[config.mk]
export PLATFORM = sky130hd
export DESIGN_NAME = rail_trim_address_loop_config
export DESIGN_NICKNAME = d
export VERILOG_FILES = /design/src/core/rail_cfg_pkg.sv /design/src/core/strap_sync.sv /design/src/core/balance_hold_timer.sv /design/src/core/rail_trim_address_loop_config.sv
export SDC_FILE = /design/constraint.sdc
export NUM_CORES = 1
export LEC_CHECK = 0
export ABC_AREA = 0
export BUFFER_PORTS_ARGS = -buffer_cell sky130_fd_sc_hd__buf_2
export CAP_MARGIN = 0
export CORE_MARGIN = 4
export CORE_UTILIZATION = 62
export DETAILED_ROUTE_END_ITERATION = 16
export PLACE_DENSITY = 0.87
export SYNTH_ARGS = -nofsm -noshare
export SYNTH_HDL_FRONTEND = slang
export SYNTH_SLANG_ARGS = --single-unit
[constraint.sdc]
create_clock -name CLK_SYS -period 12 [get_ports CLK_SYS]
set_input_delay 2.4 -clock CLK_SYS [delete_from_list [all_inputs] [get_ports CLK_SYS]]
set_output_delay 2.4 -clock CLK_SYS [all_outputs]
set_load 0.01 [all_outputs]
[src/core/rail_cfg_pkg.sv]
package rail_cfg_pkg;

   // --------------------------------------------------------------
   // Command codes of the register bank
   // --------------------------------------------------------------
   localparam logic [7:0] CMD_CLAMP_TIME  = 8'hDD;
   localparam logic [7:0] CMD_TRIM_LOW    = 8'hDE;
   localparam logic [7:0] CMD_TRIM_MID    = 8'hDF;
   localparam logic [7:0] CMD_TRIM_HIGH   = 8'hE0;
   localparam logic [7:0] CMD_ADDR_SOURCE = 8'hE1;
   localparam logic [7:0] CMD_LOOP_GAIN   = 8'hE2;
   localparam logic [7:0] CMD_HOLD_CTRL   = 8'hE3;
   localparam logic [7:0] CMD_RAIL_CFG    = 8'hE4;

   // --------------------------------------------------------------
   // Writable bit masks, reserved bits are zero
   // --------------------------------------------------------------
   localparam logic [15:0] MASK_CLAMP  = 16'h03FF;
   localparam logic [15:0] MASK_TRIM15 = 16'h7FFF;
   localparam logic [15:0] MASK_TRIM10 = 16'h03FF;
   localparam logic [15:0] MASK_ADDR   = 16'h01FF;
   localparam logic [15:0] MASK_LOOP   = 16'h07FF;
   localparam logic [15:0] MASK_HOLD   = 16'h00FF;
   localparam logic [15:0] MASK_CFG    = 16'hFFFF;

   // --------------------------------------------------------------
   // Values after reset
   // --------------------------------------------------------------
   localparam logic [15:0] RST_REG   = 16'h0000;
   localparam logic [2:0]  RST_PHASE = 3'h1;

   // --------------------------------------------------------------
   // Field positions
   // --------------------------------------------------------------
   localparam int TRIM_W        = 5;
   localparam int TRIM_F0       = 0;
   localparam int TRIM_F1       = 5;
   localparam int TRIM_F2       = 10;
   localparam int ADDR_UP_SRC   = 8;
   localparam int ADDR_LO_SRC   = 7;
   localparam int ADDR_UP_LSB   = 4;
   localparam int LOOP_READBACK = 10;
   localparam int LOOP_CAL_LSB  = 4;
   localparam int HOLD_TRANS    = 7;
   localparam int HOLD_PERIOD   = 6;
   localparam int HOLD_PHASE    = 5;
   localparam int HOLD_VID      = 4;
   localparam int CFG_CAL_LL    = 15;
   localparam int CFG_CAL_EN    = 14;
   localparam int CFG_FORCE     = 13;
   localparam int CFG_STATE_LSB = 11;
   localparam int CFG_OVERCLK   = 10;
   localparam int CFG_LL_TON    = 9;
   localparam int CFG_STEP      = 8;

   // --------------------------------------------------------------
   // Phase codes and operation encoding
   // --------------------------------------------------------------
   localparam logic [2:0] PH_LIGHT_LOAD = 3'h0;
   localparam logic [2:0] PH_SINGLE     = 3'h1;
   localparam logic [1:0] OP_NO_FORCE   = 2'h3;

   // --------------------------------------------------------------
   // Timing and scaling
   // --------------------------------------------------------------
   localparam int CLK_PERIOD_NS    = 10;
   localparam int HOLD_STEP_NS     = 100000;
   localparam int HOLD_STEP_CYCLES = (HOLD_STEP_NS + CLK_PERIOD_NS - 1) / CLK_PERIOD_NS;
   // Reference is carried in 10 uV units, one trim step is 2.35 mV
   localparam logic [17:0] TRIM_STEP_10UV = 18'h000EB;

endpackage

[src/core/strap_sync.sv]
`timescale 1ns/1ns
`default_nettype none
module strap_sync #(
   parameter int WIDTH = 1
) (
   // Clock and reset
   input  wire logic             clk,
   input  wire logic             rst,
   input  wire logic             ce,
   // Pin in, filtered level out
   input  wire logic [WIDTH-1:0] pin,
   output logic      [WIDTH-1:0] level
);

   logic [WIDTH-1:0] s1_q;
   logic [WIDTH-1:0] s2_q;
   logic [WIDTH-1:0] s3_q;
   logic [WIDTH-1:0] level_q;

   // A change counts only once the last two stages agree
   always_ff @(posedge clk or posedge rst)
      if (rst)
      begin
         s1_q    <= '0;
         s2_q    <= '0;
         s3_q    <= '0;
         level_q <= '0;
      end
      else if (ce)
      begin
         s1_q <= pin;
         s2_q <= s1_q;
         s3_q <= s2_q;
         if (s2_q == s3_q)
            level_q <= s3_q;
      end

   assign level = level_q;

endmodule
`default_nettype wire

[src/core/balance_hold_timer.sv]
`timescale 1ns/1ns
`default_nettype none
module balance_hold_timer #(
   parameter int STEP_CYCLES = 10000
) (
   // Clock and reset
   input  wire logic       clk,
   input  wire logic       rst,
   input  wire logic       ce,
   // Event and length
   input  wire logic       trigger,
   input  wire logic [3:0] steps,
   output logic            busy
);

   logic [15:0] cyc_q;
   logic [3:0]  steps_q;

   // A new event restarts the full hold time
   always_ff @(posedge clk or posedge rst)
      if (rst)
      begin
         cyc_q   <= 16'h0000;
         steps_q <= 4'h0;
      end
      else if (ce)
      begin
         if (trigger)
         begin
            steps_q <= steps;
            cyc_q   <= 16'h0000;
         end
         else if (steps_q != 4'h0)
         begin
            if (cyc_q == 16'(STEP_CYCLES - 1))
            begin
               cyc_q   <= 16'h0000;
               steps_q <= steps_q - 4'h1;
            end
            else
               cyc_q <= cyc_q + 16'h0001;
         end
      end

   assign busy = trigger | (steps_q != 4'h0);

   a_step_count_end : assert property (@(posedge clk) disable iff (rst)
      (ce && !trigger && steps_q != 4'h0 && cyc_q == 16'(STEP_CYCLES - 1))
      |=> (steps_q == $past(steps_q) - 4'h1))
      else $error("hold step did not decrement at end of step");

endmodule
`default_nettype wire

[src/core/rail_trim_address_loop_config.sv]
`timescale 1ns/1ns
`default_nettype none
// How it works
// - Reserved bits ignore writes and always read back as zero.
// - Light-load clamp register holds a 10-bit count, 5 ns per step.
// - Low trim register holds two-phase, single-phase and light-load 5-bit trims.
// - Selected trim is subtracted from the regulation reference.
// - Mid trim register holds five, four and three phase trims.
// - High trim register holds seven and six phase trims.
// - Upper address bits come from high strap or register per bit 8.
// - Lower address bits come from low strap or register per bit 7.
// - Address fields read back the bits in use, strap-derived when strapped.
// - Loop register bit 10 selects VID or 1 mV readback format.
// - Loop register carries calibration gain and balance gain.
// - Bit 7 holds balancing when feedback leaves its transient window.
// - Bit 6 holds balancing when the PWM period condition is met.
// - Bit 5 holds on phase count change, bit 4 on voltage transition.
// - Hold lasts the programmed steps of 100 us after an event.
// - Bit 14 enables calibration, bit 15 additionally in light load.
// - Bit 13 forces power state unless operation bits are both one.
// - Forced state 00 full phase count, 01 single, 1x light load.
// - Bit 10 picks bus offset over interface offset, else the reverse.
// - Bit 9 makes light-load on-time three quarters of continuous.
// - Bit 8 picks a 5 mV VID step, else 10 mV.
// - Bits 2 to 0 encode the full phase count.
module rail_trim_address_loop_config #(
   parameter int HOLD_STEP_CYCLES = rail_cfg_pkg::HOLD_STEP_CYCLES
) (
   // Clock, reset, enable
   input  wire logic        CLK_SYS,
   input  wire logic        SYS_RST,
   input  wire logic        CE,
   // Register port
   input  wire logic [7:0]  REG_ADDR,
   input  wire logic        REG_WR,
   input  wire logic        REG_RD,
   input  wire logic [15:0] REG_WDATA,
   output logic      [15:0] REG_RDATA,
   output logic             REG_RVALID,
   // Address straps and resulting bus address
   input  wire logic [2:0]  ADDR_HIGH_STRAP,
   input  wire logic [3:0]  ADDR_LOW_STRAP,
   output logic      [6:0]  BUS_ADDR,
   // Power state
   input  wire logic [1:0]  OPERATION_MODE,
   input  wire logic [2:0]  PHASE_REQUEST,
   output logic      [2:0]  ACTIVE_PHASE_CODE,
   // Reference trim
   input  wire logic [17:0] REF_IN,
   output logic      [4:0]  APPLIED_TRIM,
   output logic      [17:0] REF_OUT,
   // Balance hold events
   input  wire logic        FB_OUT_OF_WINDOW,
   input  wire logic        PWM_PERIOD_MET,
   input  wire logic        VID_TRANSITION,
   output logic             BALANCE_HOLD,
   // Loop settings
   output logic      [5:0]  CAL_GAIN,
   output logic      [3:0]  BALANCE_GAIN,
   output logic             OFFSET_CAL_ACTIVE,
   output logic             READBACK_MV,
   // Rail options
   input  wire logic [15:0] BUS_OFFSET,
   input  wire logic [15:0] IFACE_OFFSET,
   output logic      [15:0] VID_OFFSET,
   input  wire logic [11:0] CCM_ON_TIME,
   output logic      [11:0] LL_ON_TIME,
   output logic             FINE_VID_STEP,
   output logic      [9:0]  CLAMP_TIME_COUNT
);

   // ----------------------------------------------------------------
   // Register storage
   // ----------------------------------------------------------------
   logic [15:0] clamp_q;
   logic [15:0] trim_low_q;
   logic [15:0] trim_mid_q;
   logic [15:0] trim_high_q;
   logic [15:0] addr_q;
   logic [15:0] loop_q;
   logic [15:0] hold_q;
   logic [15:0] cfg_q;
   logic [15:0] rdata_d;
   logic [15:0] rdata_q;
   logic        rvalid_q;
   logic [7:0]  rd_addr_q;
   logic [2:0]  high_strap;
   logic [3:0]  low_strap;
   logic [6:0]  addr_d;
   logic [6:0]  addr_out_q;
   logic [2:0]  phase_d;
   logic [2:0]  phase_q;
   logic [2:0]  phase_prev_q;
   logic [4:0]  trim_d;
   logic [4:0]  trim_q;
   logic [17:0] adj;
   logic [17:0] ref_q;
   logic        phase_change;
   logic        hold_trigger;
   logic        hold_busy;
   logic [15:0] offset_q;
   logic [13:0] ton_x3;
   logic [11:0] ton_q;
   logic        cal_q;

   wire logic wr = CE & REG_WR;

   // Writes keep only the defined bits
   always_ff @(posedge CLK_SYS or posedge SYS_RST)
      if (SYS_RST)
      begin
         clamp_q     <= rail_cfg_pkg::RST_REG;
         trim_low_q  <= rail_cfg_pkg::RST_REG;
         trim_mid_q  <= rail_cfg_pkg::RST_REG;
         trim_high_q <= rail_cfg_pkg::RST_REG;
         addr_q      <= rail_cfg_pkg::RST_REG;
         loop_q      <= rail_cfg_pkg::RST_REG;
         hold_q      <= rail_cfg_pkg::RST_REG;
         cfg_q       <= {13'h0000, rail_cfg_pkg::RST_PHASE};
      end
      else if (wr)
      begin
         case (REG_ADDR)
            rail_cfg_pkg::CMD_CLAMP_TIME  : clamp_q     <= REG_WDATA & rail_cfg_pkg::MASK_CLAMP;
            rail_cfg_pkg::CMD_TRIM_LOW    : trim_low_q  <= REG_WDATA & rail_cfg_pkg::MASK_TRIM15;
            rail_cfg_pkg::CMD_TRIM_MID    : trim_mid_q  <= REG_WDATA & rail_cfg_pkg::MASK_TRIM15;
            rail_cfg_pkg::CMD_TRIM_HIGH   : trim_high_q <= REG_WDATA & rail_cfg_pkg::MASK_TRIM10;
            rail_cfg_pkg::CMD_ADDR_SOURCE : addr_q      <= REG_WDATA & rail_cfg_pkg::MASK_ADDR;
            rail_cfg_pkg::CMD_LOOP_GAIN   : loop_q      <= REG_WDATA & rail_cfg_pkg::MASK_LOOP;
            rail_cfg_pkg::CMD_HOLD_CTRL   : hold_q      <= REG_WDATA & rail_cfg_pkg::MASK_HOLD;
            rail_cfg_pkg::CMD_RAIL_CFG    : cfg_q       <= REG_WDATA & rail_cfg_pkg::MASK_CFG;
            default                       : ;
         endcase
      end

   // ----------------------------------------------------------------
   // Bus address from straps or register
   // ----------------------------------------------------------------
   strap_sync #(.WIDTH(3)) u_high_sync (
      .clk   (CLK_SYS),
      .rst   (SYS_RST),
      .ce    (CE),
      .pin   (ADDR_HIGH_STRAP),
      .level (high_strap)
   );

   strap_sync #(.WIDTH(4)) u_low_sync (
      .clk   (CLK_SYS),
      .rst   (SYS_RST),
      .ce    (CE),
      .pin   (ADDR_LOW_STRAP),
      .level (low_strap)
   );

   always_comb
   begin
      addr_d[6:4] = addr_q[rail_cfg_pkg::ADDR_UP_SRC] ? addr_q[6:4] : high_strap;
      addr_d[3:0] = addr_q[rail_cfg_pkg::ADDR_LO_SRC] ? addr_q[3:0] : low_strap;
   end

   always_ff @(posedge CLK_SYS or posedge SYS_RST)
      if (SYS_RST)
         addr_out_q <= 7'h00;
      else if (CE)
         addr_out_q <= addr_d;

   // ----------------------------------------------------------------
   // Read path, one cycle after the strobe
   // ----------------------------------------------------------------
   always_comb
   begin
      case (REG_ADDR)
         rail_cfg_pkg::CMD_CLAMP_TIME  : rdata_d = clamp_q;
         rail_cfg_pkg::CMD_TRIM_LOW    : rdata_d = trim_low_q;
         rail_cfg_pkg::CMD_TRIM_MID    : rdata_d = trim_mid_q;
         rail_cfg_pkg::CMD_TRIM_HIGH   : rdata_d = trim_high_q;
         rail_cfg_pkg::CMD_ADDR_SOURCE : rdata_d = {addr_q[15:7], addr_d};
         rail_cfg_pkg::CMD_LOOP_GAIN   : rdata_d = loop_q;
         rail_cfg_pkg::CMD_HOLD_CTRL   : rdata_d = hold_q;
         rail_cfg_pkg::CMD_RAIL_CFG    : rdata_d = cfg_q;
         default                       : rdata_d = 16'h0000;
      endcase
   end

   always_ff @(posedge CLK_SYS or posedge SYS_RST)
      if (SYS_RST)
      begin
         rdata_q   <= 16'h0000;
         rvalid_q  <= 1'b0;
         rd_addr_q <= 8'h00;
      end
      else if (CE)
      begin
         rvalid_q <= REG_RD;
         if (REG_RD)
         begin
            rdata_q   <= rdata_d;
            rd_addr_q <= REG_ADDR;
         end
      end

   // ----------------------------------------------------------------
   // Active power state and trim selection
   // ----------------------------------------------------------------
   always_comb
   begin
      phase_d = PHASE_REQUEST;
      // Forcing is blocked while the operation command claims the state
      if (cfg_q[rail_cfg_pkg::CFG_FORCE] && OPERATION_MODE != rail_cfg_pkg::OP_NO_FORCE)
      begin
         case (cfg_q[12:11])
            2'h0    : phase_d = cfg_q[2:0];
            2'h1    : phase_d = rail_cfg_pkg::PH_SINGLE;
            default : phase_d = rail_cfg_pkg::PH_LIGHT_LOAD;
         endcase
      end
   end

   always_comb
   begin
      case (phase_q)
         3'h0    : trim_d = trim_low_q[rail_cfg_pkg::TRIM_F0 +: rail_cfg_pkg::TRIM_W];
         3'h1    : trim_d = trim_low_q[rail_cfg_pkg::TRIM_F1 +: rail_cfg_pkg::TRIM_W];
         3'h2    : trim_d = trim_low_q[rail_cfg_pkg::TRIM_F2 +: rail_cfg_pkg::TRIM_W];
         3'h3    : trim_d = trim_mid_q[rail_cfg_pkg::TRIM_F0 +: rail_cfg_pkg::TRIM_W];
         3'h4    : trim_d = trim_mid_q[rail_cfg_pkg::TRIM_F1 +: rail_cfg_pkg::TRIM_W];
         3'h5    : trim_d = trim_mid_q[rail_cfg_pkg::TRIM_F2 +: rail_cfg_pkg::TRIM_W];
         3'h6    : trim_d = trim_high_q[rail_cfg_pkg::TRIM_F0 +: rail_cfg_pkg::TRIM_W];
         default : trim_d = trim_high_q[rail_cfg_pkg::TRIM_F1 +: rail_cfg_pkg::TRIM_W];
      endcase
   end

   // Trim lags the state by one cycle, reference by two
   assign adj = {13'h0000, trim_q} * rail_cfg_pkg::TRIM_STEP_10UV;

   always_ff @(posedge CLK_SYS or posedge SYS_RST)
      if (SYS_RST)
      begin
         phase_q      <= rail_cfg_pkg::RST_PHASE;
         phase_prev_q <= rail_cfg_pkg::RST_PHASE;
         trim_q       <= 5'h00;
         ref_q        <= 18'h00000;
      end
      else if (CE)
      begin
         phase_q      <= phase_d;
         phase_prev_q <= phase_q;
         trim_q       <= trim_d;
         // Clamp at zero rather than wrap on a large trim
         ref_q        <= (REF_IN > adj) ? REF_IN - adj : 18'h00000;
      end

   // ----------------------------------------------------------------
   // Balance hold
   // ----------------------------------------------------------------
   assign phase_change = (phase_q != phase_prev_q);
   assign hold_trigger = (hold_q[rail_cfg_pkg::HOLD_TRANS]  & FB_OUT_OF_WINDOW)
                       | (hold_q[rail_cfg_pkg::HOLD_PERIOD] & PWM_PERIOD_MET)
                       | (hold_q[rail_cfg_pkg::HOLD_PHASE]  & phase_change)
                       | (hold_q[rail_cfg_pkg::HOLD_VID]    & VID_TRANSITION);

   balance_hold_timer #(.STEP_CYCLES(HOLD_STEP_CYCLES)) u_hold (
      .clk     (CLK_SYS),
      .rst     (SYS_RST),
      .ce      (CE),
      .trigger (hold_trigger),
      .steps   (hold_q[3:0]),
      .busy    (hold_busy)
   );

   // ----------------------------------------------------------------
   // Rail options
   // ----------------------------------------------------------------
   assign ton_x3 = {2'h0, CCM_ON_TIME} + {1'h0, CCM_ON_TIME, 1'h0};

   always_ff @(posedge CLK_SYS or posedge SYS_RST)
      if (SYS_RST)
      begin
         offset_q <= 16'h0000;
         ton_q    <= 12'h000;
         cal_q    <= 1'b0;
      end
      else if (CE)
      begin
         offset_q <= cfg_q[rail_cfg_pkg::CFG_OVERCLK] ? BUS_OFFSET : IFACE_OFFSET;
         ton_q    <= cfg_q[rail_cfg_pkg::CFG_LL_TON] ? ton_x3[13:2] : CCM_ON_TIME;
         cal_q    <= cfg_q[rail_cfg_pkg::CFG_CAL_EN]
                     & ((phase_q != rail_cfg_pkg::PH_LIGHT_LOAD)
                        | cfg_q[rail_cfg_pkg::CFG_CAL_LL]);
      end

   // ----------------------------------------------------------------
   // Outputs
   // ----------------------------------------------------------------
   assign REG_RDATA         = rdata_q;
   assign REG_RVALID        = rvalid_q;
   assign BUS_ADDR          = addr_out_q;
   assign ACTIVE_PHASE_CODE = phase_q;
   assign APPLIED_TRIM      = trim_q;
   assign REF_OUT           = ref_q;
   assign BALANCE_HOLD      = hold_busy;
   assign CAL_GAIN          = loop_q[9:4];
   assign BALANCE_GAIN      = loop_q[3:0];
   assign READBACK_MV       = loop_q[rail_cfg_pkg::LOOP_READBACK];
   assign OFFSET_CAL_ACTIVE = cal_q;
   assign VID_OFFSET        = offset_q;
   assign LL_ON_TIME        = ton_q;
   assign FINE_VID_STEP     = cfg_q[rail_cfg_pkg::CFG_STEP];
   assign CLAMP_TIME_COUNT  = clamp_q[9:0];

   // ----------------------------------------------------------------
   // Checks
   // ----------------------------------------------------------------
   a_reserved_reads_zero : assert property (@(posedge CLK_SYS) disable iff (SYS_RST)
      (REG_RVALID && rd_addr_q == rail_cfg_pkg::CMD_LOOP_GAIN) |-> (REG_RDATA[15:11] == 5'h00))
      else $error("reserved loop bits read nonzero");

   a_upper_addr_src : assert property (@(posedge CLK_SYS) disable iff (SYS_RST)
      (CE && !addr_q[rail_cfg_pkg::ADDR_UP_SRC]) |=> (BUS_ADDR[6:4] == $past(high_strap)))
      else $error("upper address not taken from strap");

   a_lower_addr_src : assert property (@(posedge CLK_SYS) disable iff (SYS_RST)
      (CE && addr_q[rail_cfg_pkg::ADDR_LO_SRC]) |=> (BUS_ADDR[3:0] == $past(addr_q[3:0])))
      else $error("lower address not taken from register");

   a_addr_readback : assert property (@(posedge CLK_SYS) disable iff (SYS_RST)
      (CE && REG_RD && REG_ADDR == rail_cfg_pkg::CMD_ADDR_SOURCE)
      |=> (REG_RVALID && REG_RDATA[6:0] == $past(addr_d)))
      else $error("address readback differs from address in use");

   a_force_blocked : assert property (@(posedge CLK_SYS) disable iff (SYS_RST)
      (CE && OPERATION_MODE == rail_cfg_pkg::OP_NO_FORCE) |=> (phase_q == $past(PHASE_REQUEST)))
      else $error("power state forced while operation claims it");

   a_force_light_load : assert property (@(posedge CLK_SYS) disable iff (SYS_RST)
      (CE && cfg_q[rail_cfg_pkg::CFG_FORCE] && cfg_q[12] && OPERATION_MODE != rail_cfg_pkg::OP_NO_FORCE)
      |=> (phase_q == rail_cfg_pkg::PH_LIGHT_LOAD))
      else $error("forced light load not applied");

   a_trim_follows : assert property (@(posedge CLK_SYS) disable iff (SYS_RST)
      (CE && phase_q == 3'h2 && !wr) |=> (APPLIED_TRIM == $past(trim_low_q[14:10])))
      else $error("two phase trim not applied");

   a_ref_subtract : assert property (@(posedge CLK_SYS) disable iff (SYS_RST)
      (CE && REF_IN > adj) |=> (REF_OUT == $past(REF_IN) - $past(adj)))
      else $error("reference not reduced by trim");

   a_hold_on_window : assert property (@(posedge CLK_SYS) disable iff (SYS_RST)
      (hold_q[rail_cfg_pkg::HOLD_TRANS] && FB_OUT_OF_WINDOW) |-> BALANCE_HOLD)
      else $error("no hold on transient window exit");

   a_no_hold_disabled : assert property (@(posedge CLK_SYS) disable iff (SYS_RST)
      (CE && !wr && hold_q[7:4] == 4'h0 && !hold_busy) |=> !BALANCE_HOLD)
      else $error("hold with every event disabled");

   a_on_time_scale : assert property (@(posedge CLK_SYS) disable iff (SYS_RST)
      (CE && cfg_q[rail_cfg_pkg::CFG_LL_TON]) |=> (LL_ON_TIME == $past(ton_x3[13:2])))
      else $error("light load on-time not three quarters");

endmodule
`default_nettype wire

# Yosys cells after proc, flatten, opt, wreduce, memory -nomap -nowiden
# Index checks and enable logic that the tools add are counted.
totals:
  register_bits: 224
  in_bits: 106
  romBits: 0
  ramBits: 0
  latchBits: 0
  memories: 0
  output_inout_bits: 102
op_classes:
  mul: 1
  magnitude_cmp: 1
  muxes: 15
  shift: 0
  n_reduce_logical: 20
  n_bitwise: 11
  add_sub_neg: 4
  div_mod_pow: 0
  eq_ne: 20
ops:
  columns: ["operator", "count"]
  rows:
  - ["one-hot mux 16 bit (8 select lines)", 1]
  - ["equality test 8 bit, second input constant", 8]
  - ["2-to-1 mux 16 bit", 4]
  - ["one-hot mux 5 bit (7 select lines)", 1]
  - ["AND reduction 2 bit", 12]
  - ["greater-than comparator 18 x 13 -> 1 bit", 1]
  - ["2-to-1 mux 18 bit", 1]
  - ["subtractor 18 x 13 -> 18 bit", 1]
  - ["adder 16 x 1 -> 16 bit, second input constant", 1]
  - ["equality test 16 x 14 -> 1 bit, second input constant", 1]
  - ["2-to-1 mux 4 bit", 4]
  - ["adder 12 x 13 -> 14 bit", 1]
  - ["multiplier 5 x 8 -> 13 bit, second input constant", 1]
  - ["2-to-1 mux 12 bit", 1]
  - ["equality test 3 bit, second input constant", 3]
  - ["AND 1 bit", 6]
  - ["equality test 3 x 2 -> 1 bit, second input constant", 2]
  - ["2-to-1 mux 3 bit", 2]
  - ["one-hot mux 3 bit (2 select lines)", 1]
  - ["bitwise OR 1 bit", 5]
  - ["equality test 4 bit", 1]
  - ["nonzero test 2 bit", 2]
  - ["nonzero test 4 bit", 1]
  - ["subtractor 4 x 1 -> 4 bit, second input constant", 1]
  - ["other kinds (10)", 10]

# Logic depth before layout (Yosys ltp)
# Gate-level depths: netlist of run 1.
depth:
  ltp_word: 6
  depth_mapped: 23
  depth_no_buf: 21

# Cells and area by module
# Synthesis of run 1 repeated with hierarchy kept, for this count alone.
unflattened:
  hier_cells: 1185
  area_unflattened_um2: 12568.3
modules_own_cells:
  columns: ["module", "area_each_um2", "instances", "cells_per_inst"]
  rows:
  - ["rail_trim_address_loop_config", 10222.3, 1, 986]
  - ["balance_hold_timer", 1221.2, 1, 126]
  - ["strap_sync (u_low_sync)", 645.6, 1, 43]
  - ["strap_sync (u_high_sync)", 479.2, 1, 30]

# Worst setup path after synthesis of run 1
# OpenSTA, ideal clock, no wires.
synth_timing:
  path_type: "input -> output"
  startpoint: "input port FB_OUT_OF_WINDOW"
  endpoint: "output port BALANCE_HOLD"
  cell_stages: 4
  slack_ns: 6.378
  path_buffers: 1
  arrival_ns: 3.222
  path_cell_list: "a222oi_1 > and2_1 > buf_2 > nand2_1"
synth_via:
  elab_chain_len: 5
synth_rtl:
  columns: ["item", "line", "text"]
  rows:
  - ["start: declaration", "rail_trim_address_loop_config.sv:53", "input wire logic FB_OUT_OF_WINDOW,"]
  - ["AND 1 bit", "rail_trim_address_loop_config.sv:257", "assign hold_trigger = (hold_q[rail_cfg_pkg::HOLD_TRANS] & FB_OUT_OF_WINDOW)"]
  - ["bitwise OR 1 bit", "rail_trim_address_loop_config.sv:258", "| (hold_q[rail_cfg_pkg::HOLD_PERIOD] & PWM_PERIOD_MET)"]
  - ["bitwise OR 1 bit", "rail_trim_address_loop_config.sv:259", "| (hold_q[rail_cfg_pkg::HOLD_PHASE] & phase_change)"]
  - ["bitwise OR 1 bit", "rail_trim_address_loop_config.sv:260", "| (hold_q[rail_cfg_pkg::HOLD_VID] & VID_TRANSITION);"]
  - ["bitwise OR 1 bit", "balance_hold_timer.sv:45", "assign busy = trigger | (steps_q != 4'h0);"]
  - ["end: declaration", "rail_trim_address_loop_config.sv:56", "output logic BALANCE_HOLD,"]
# No other way between the ends.

# Worst setup path after layout of run 1
# Same ends and word-level chain as after synthesis.

==> impl_results.md, run 1 <==
- Commonest cells after routing, fill and taps aside: dfrtp_1 (221), buf_2 (206), mux2_2 (141)
- Synth top area share: 0.4457
- Final Hold Vio Count: 0
- Dpl hpwl: 22.72 mm
- CTS Buf Count: 23
- H-tree levels: 1
- Crit-path cells: buf_2 -> a222oi_1 -> and2_1 -> nand2_1 -> buf_2
- Setup Total Neg Slack: 0 ns
- Arrival @ worst endpoint: 3.84 ns
- Initial drt markers: 744
- Clock skew: 0.01734 ns
- Max_cap viols: 0
- Clk slew on worst S/H paths: 0.07 ns
- Syn Nets: 1,297
- Syn avg cell area: 11.01 µm²
- Fin area: 14,440 µm²
- I/O Buffers: 207
- Root buf cell: clkbuf_16
- Sequential share of the synthesized area: 0.4520
- Clock sinks: 224
- Fmax: 0.1602 GHz
- Dominant cells by area after synthesis: dfrtp_1 (45%), mux2_2 (13%), ha_1 (5.6%)
- Vias in the first global route: 10,063
- Final setup fails: 0
- # rows: 51
- Commonest non-fill, non-tap cell in the layout: dfrtp_1
- Leak: 6.978 nW
- CP Class: input port to output port
- CP startpoint kind: input port
- Placed Area: 13,520 µm²
- Layout net count: 1,476
- Overall power: 2.481 mW
- Grt total ovfl: 0
- Cell class contributing the biggest share of worst-path delay: simple AND/OR/NAND/NOR gates
- #FFs+latches synth: 224
- Initial antenna violation count: 0
- Hold_buf cts: 0
- IO Count: 208
- Drt wl/cell: 20.35 µm
- First-pass GRT wire length: 51.93 mm
- Slew margin rel.: 0.2797
- Status: complete, no violations
- Die W: 149.5 µm
- Pwr/cell area: 171.8 nW/µm²
- Number of flops mapped to enable cells by yosys: 0
- Die Area: 22,340 µm²
- Final-report max-slew violation count: 0
- Distinct cells, synth: 81
- First-pass DRT Iterations: 6
- Die H: 149.5 µm
- Post-Layout Cell Count: 1,587
- N_diodes: 0
- Initial Util: 0.6335
- Post-route DRC: 0
- Setup crit end kind: output port
- Synth area leader: dfrtp_1
- Post-synthesis cell count: 1,127
- Largest net degree at the start of global routing: 147
- Critical path peak fanout: 12
- Primary FF master, synth: dfrtp_1
- CP max stage cell: a222oi_1
- WP data required: 9.60 ns
- Synthesized area: 12,410 µm²
- Layout Area Growth over Synthesis: 16.36%
- Worst-Margin Slew: 1.080 ns
- Post-route worst setup slack: 5.759 ns
- Total track usage: 0.2883
- Clock Path Buffers: 3
- Worst-Skew Late Latency: 0.52 ns
- Min-Delay Path Class: register to register
- Post-Place Setup Slack: 5.807 ns
- Yosys warns: 0
- Core ar.: 19,590 µm²
- Routed WL: 32.30 mm
- Post-synth ARST share: 1.000
- PostCTS Resize Cnt: 0
- Postcts setup bufs: 0
- RSZ-0062 raised after global routing: false
- Worst ir drop on vdd: 0.1098 mV
- Dpl cells: 1,546
- CTS tree: built
- CP bufs+invs: 2
- Most used cell, CP: buf_2
- Antenna Nets Post-Route: 0
- Min Tclk post-route: 6.241 ns
- Final Core Density: 0.7371
- Vias per Instance: 6.188
- Routability congestion estimate: 0.8718
- Share of cells above drive strength 1: 0.3215
- Via count: 9,821
- CP max stage delay: 0.57 ns
- Min Hold Slack: 0.4805 ns
- Fin crit share: 0.5201
## registers in the layout, indices dropped and copies added, names as in the netlist, 5 cells and up
register      count
VID_OFFSET       16
hold_q            8
loop_q           11
REG_RDATA        16
trim_mid_q       15
clamp_q          10
u_hold.cyc_q     16
APPLIED_TRIM      5
addr_q            9
trim_low_q       15
BUS_ADDR          7
trim_high_q      10
LL_ON_TIME       12
cfg_q            16
REF_OUT          18
## where the power goes
part           internal [mW]  switching [mW]
Clock                  0.553           0.305
Combinational          0.296           0.401
Sequential             0.846          0.0787
Total                   1.70           0.786
## area by class of cell
type / instances / area (µm²)
multi-input cells: 800 / 6331
flip-flops and latches: 224 / 5609
fillers: 1333 / 5150
repair buffers: 212 / 1076
clock buffers: 28 / 644.4
well taps: 265 / 331.6
clock inverters: 13 / 271.5
inverters: 45 / 176.4
## kinds of logic (layout without fill, tap and decap cells)
group                    Yosys count  count (layout)  synth area share
multiplexers                     184             184            0.1687
AND/OR/NAND/NOR                  261             261            0.1043
AO/OA/AOI/OAI                    238             238            0.1305
XOR/XNOR                          53              53           0.03741
adder cells (fa/ha/maj)           64              64           0.06937
buffers and inverters            103             298           0.03781
flip-flops                       224             224            0.4520
## worst reg2reg max path, cell delays in order, from the launching register on
cell	delay, ns
dfrtp_1	0.52
inv_1	0.15
ha_1	0.36
xnor2_1	0.17
ha_1	0.17
a21oi_1	0.05
fa_1	0.36
inv_1	0.06
ha_1	0.25
nand2b_1	0.09
o21bai_1	0.08
a211oi_1	0.24
nor2_1	0.10
o41ai_1	0.39
xnor2_1	0.21
ha_1	0.40
nand4b_4	0.13
or4_1	0.55
o21a_1	0.13
o21a_1	0.20
o31ai_4	0.20
o221ai_1	0.23
## metal layers
metal	track usage	share of wire
met5	0	0
met4	0.1204	0.040
met3	0.05058	0.084
met2	0.4756	0.48
met1	0.3799	0.40
## Yosys cell counts (all sizes together) (4+ instances only)
master   count
mux2i       37
o211ai       6
a21o         7
ha          56
and2         6
buf         42
nor3b        5
xor2        34
mux4         6
nand2b       7
o221ai       4
a22oi        9
nor2        83
a222oi       7
o32ai        4
mux2       141
nand4       13
clkbuf      16
xnor2       19
o21a         8
and3        15
a21boi       5
o2bb2ai     14
o31ai        4
o21ai       59
a221oi       8
nor3        18
inv         44
a22o        11
nand2       68
a21oi       60
a31oi        5
nand3       19
dfrtp      221
nor2b        6
fa           8
## path summary, 6_finish.rpt
kind | start | end | slack, ns | depth (start not counted)
max | FB_OUT_OF_WINDOW | BALANCE_HOLD | 5.76 | 5
min reg2reg | REG_RDATA[6] | REG_RDATA[6] | 0.48 | 2
min in group asynchronous | SYS_RST | REF_OUT[16] | 2.03 | 2
min | REG_RDATA[6] | REG_RDATA[6] | 0.48 | 2
max reg2reg | APPLIED_TRIM[3] | REF_OUT[17] | 6.80 | 21
max in group asynchronous | SYS_RST | u_hold.steps_q[0] | 8.43 | 3
No activity file was read; power rests on OpenSTA's default activity.
==> run 2: changes to the inputs <==
CORE_UTILIZATION = 57   (was 62)
PLACE_DENSITY = 0.81   (was 0.87)
clock period = 5.9 ns   (was 12 ns; I/O delays follow)
==> impl_results.md, run 2 (synthesized netlist as in run 1, its figures left out) <==
- Status: complete, no violations (unchanged)
- Dpl cells: 1,558 (was 1,546)
- Die Area: 24,200 µm² (was 22,340 µm²)
- Clock Path Buffers: 3 (unchanged)
- Initial antenna violation count: 1 (was 0)
- Commonest non-fill, non-tap cell in the layout: dfrtp_1 (unchanged)
- Fmax: 0.1904 GHz
- Min Hold Slack: 0.4785 ns (was 0.4805 ns)
- Dpl hpwl: 22.86 mm (was 22.72 mm)
- Routed WL: 31.71 mm (was 32.30 mm)
- Final setup fails: 0 (unchanged)
- Setup crit end kind: register (was output port)
- H-tree levels: 1 (unchanged)
- First-pass GRT wire length: 51.38 mm (was 51.93 mm)
- I/O Buffers: 207 (unchanged)
- # rows: 53 (was 51)
- Initial Util: 0.5848 (was 0.6335)
- CTS Buf Count: 23 (unchanged)
- Initial drt markers: 804 (was 744)
- Fill cell count: 1,655 (was 1,333)
- Worst ir drop on vdd: 0.2601 mV (was 0.1098 mV)
- Clock skew: 0.006816 ns (was 0.01734 ns)
- Drt wl/cell: 19.82 µm (was 20.35 µm)
- Postcts setup bufs: 0 (unchanged)
- Share of cells above drive strength 1: 0.3215 (about the same)
- Grt total ovfl: 0 (unchanged)
- Multi-input logic area: 6331 µm² (unchanged)
- Antenna Nets Post-Route: 0 (unchanged)
- Worst-Margin Slew: 1.003 ns (was 1.080 ns)
- RSZ-0062 raised after global routing: false (unchanged)
- Final-report max-slew violation count: 0 (unchanged)
- Via count: 9,634 (was 9,821)
- First-pass DRT Iterations: 5 (was 6)
- Post-route worst setup slack: 0.6489 ns (was 5.759 ns)
- IO Count: 208 (unchanged)
- CTS tree: built (unchanged)
- Register Area: 5609 µm² (unchanged)
- Post-Layout Cell Count: 1,600 (was 1,587)
- Fin crit share: 0.8900
- Max_cap viols: 0 (unchanged)
- N_diodes: 0 (unchanged)
- Fin area: 14,380 µm² (was 14,440 µm²)
- Global Route met1 Usage: 0.3574 (was 0.3799)
- Max reg flops: 18 (unchanged)
- Largest net degree at the start of global routing: 175 (was 147)
- Routability congestion estimate: 0.8870 (was 0.8718)
- Commonest cells after routing, fill and taps aside: dfrtp_1 (221), buf_2 (206), mux2_2 (141) (unchanged)
- Min Tclk post-route: 5.251 ns
- Placed Area: 13,560 µm² (was 13,520 µm²)
- Global routing's busiest layer: met2 (unchanged)
- Core ar.: 21,220 µm² (was 19,590 µm²)
- Post-Place Setup Slack: 0.7257 ns (was 5.807 ns)
- Worst-Skew Late Latency: 0.51 ns (was 0.52 ns)
- Pwr/cell area: 337.3 nW/µm² (was 171.8 nW/µm²)
- Grt met3 use: 0.04716 (was 0.05058)
- Layout Area Growth over Synthesis: 15.88% (was 16.36%)
- Total track usage: 0.2585 (was 0.2883)
- Critical path peak fanout: 18 (was 12)
- Leak: 6.944 nW (was 6.978 nW)
- GR met2 Demand/Resource: 0.4320 (was 0.4756)
- Final Core Density: 0.6777 (was 0.7371)
- Die W: 155.6 µm (was 149.5 µm)
- Layout net count: 1,478 (was 1,476)
- Clock sinks: 224 (unchanged)
- Die H: 155.6 µm (was 149.5 µm)
- Slew margin rel.: 0.3314 (was 0.2797)
- Root buf cell: clkbuf_16 (unchanged)
- CP Class: register to register (was input port to output port)
- Clk slew on worst S/H paths: 0.06 ns (was 0.07 ns)
- PostCTS Resize Cnt: 0 (unchanged)
- WP data required: 6.23 ns (was 9.60 ns)
- Vias per Instance: 6.021 (was 6.188)
- Min-Delay Path Class: register to register (unchanged)
- Arrival @ worst endpoint: 5.59 ns (was 3.84 ns)
- Hold_buf cts: 0 (unchanged)
- Overall power: 4.851 mW (was 2.481 mW)
- Post-route DRC: 0 (unchanged)
- Setup Total Neg Slack: 0 ns (unchanged)
- Vias in the first global route: 9,695 (was 10,063)
- CP startpoint kind: register (was input port)
- Final Hold Vio Count: 0 (unchanged)
[run 2: power breakdown]
part	leakage [nW]	internal (mW)	switching, mW
registers	2.90	1.72	0.156
logic	3.64	0.604	0.816
clock network	0.406	0.948	0.606
[run 2: area by class of cell]
type | instances | area share
clock buffers | 33 | 0.04820
well taps | 275 | 0.02393
multi-input cells | 800 | 0.4403
clock inverters | 9 | 0.008788
repair buffers | 214 | 0.07674
flip-flops and latches | 224 | 0.3901
inverters | 45 | 0.01201
[run 2: critical path: stages (launching register included)]
cell and delay, ns:
dfrtp_1 0.53, inv_1 0.15, ha_1 0.35, xnor2_1 0.16, ha_1 0.17, a21oi_1 0.05
fa_1 0.36, inv_1 0.07, ha_1 0.26, nand2b_1 0.10, o21bai_1 0.09, a211oi_1 0.25
nor2_1 0.10, o41ai_1 0.38, xnor2_1 0.18, ha_1 0.39, nand4b_4 0.14, or4_1 0.55
o21a_1 0.12, o21a_1 0.20, o31ai_4 0.20, o221ai_1 0.27
[run 2: final timing paths]
kind                                 start         endpoint  slack, ns  depth (start not counted)
max                        APPLIED_TRIM[3]      REF_OUT[17]       0.65                         21
min                          REG_RDATA[13]    REG_RDATA[13]       0.48                          2
max reg2reg                APPLIED_TRIM[3]      REF_OUT[17]       0.65                         21
min reg2reg                  REG_RDATA[13]    REG_RDATA[13]       0.48                          2
max in group asynchronous          SYS_RST       clamp_q[7]       4.22                          3
min in group asynchronous          SYS_RST  u_hold.cyc_q[6]       0.86                          3
[run 2: metal layers]
layer,vias up,wire [µm]
met2,384,15270
met1,4737,13340
met4,0,697
met5,-,0
li1,4463,-
met3,50,2400
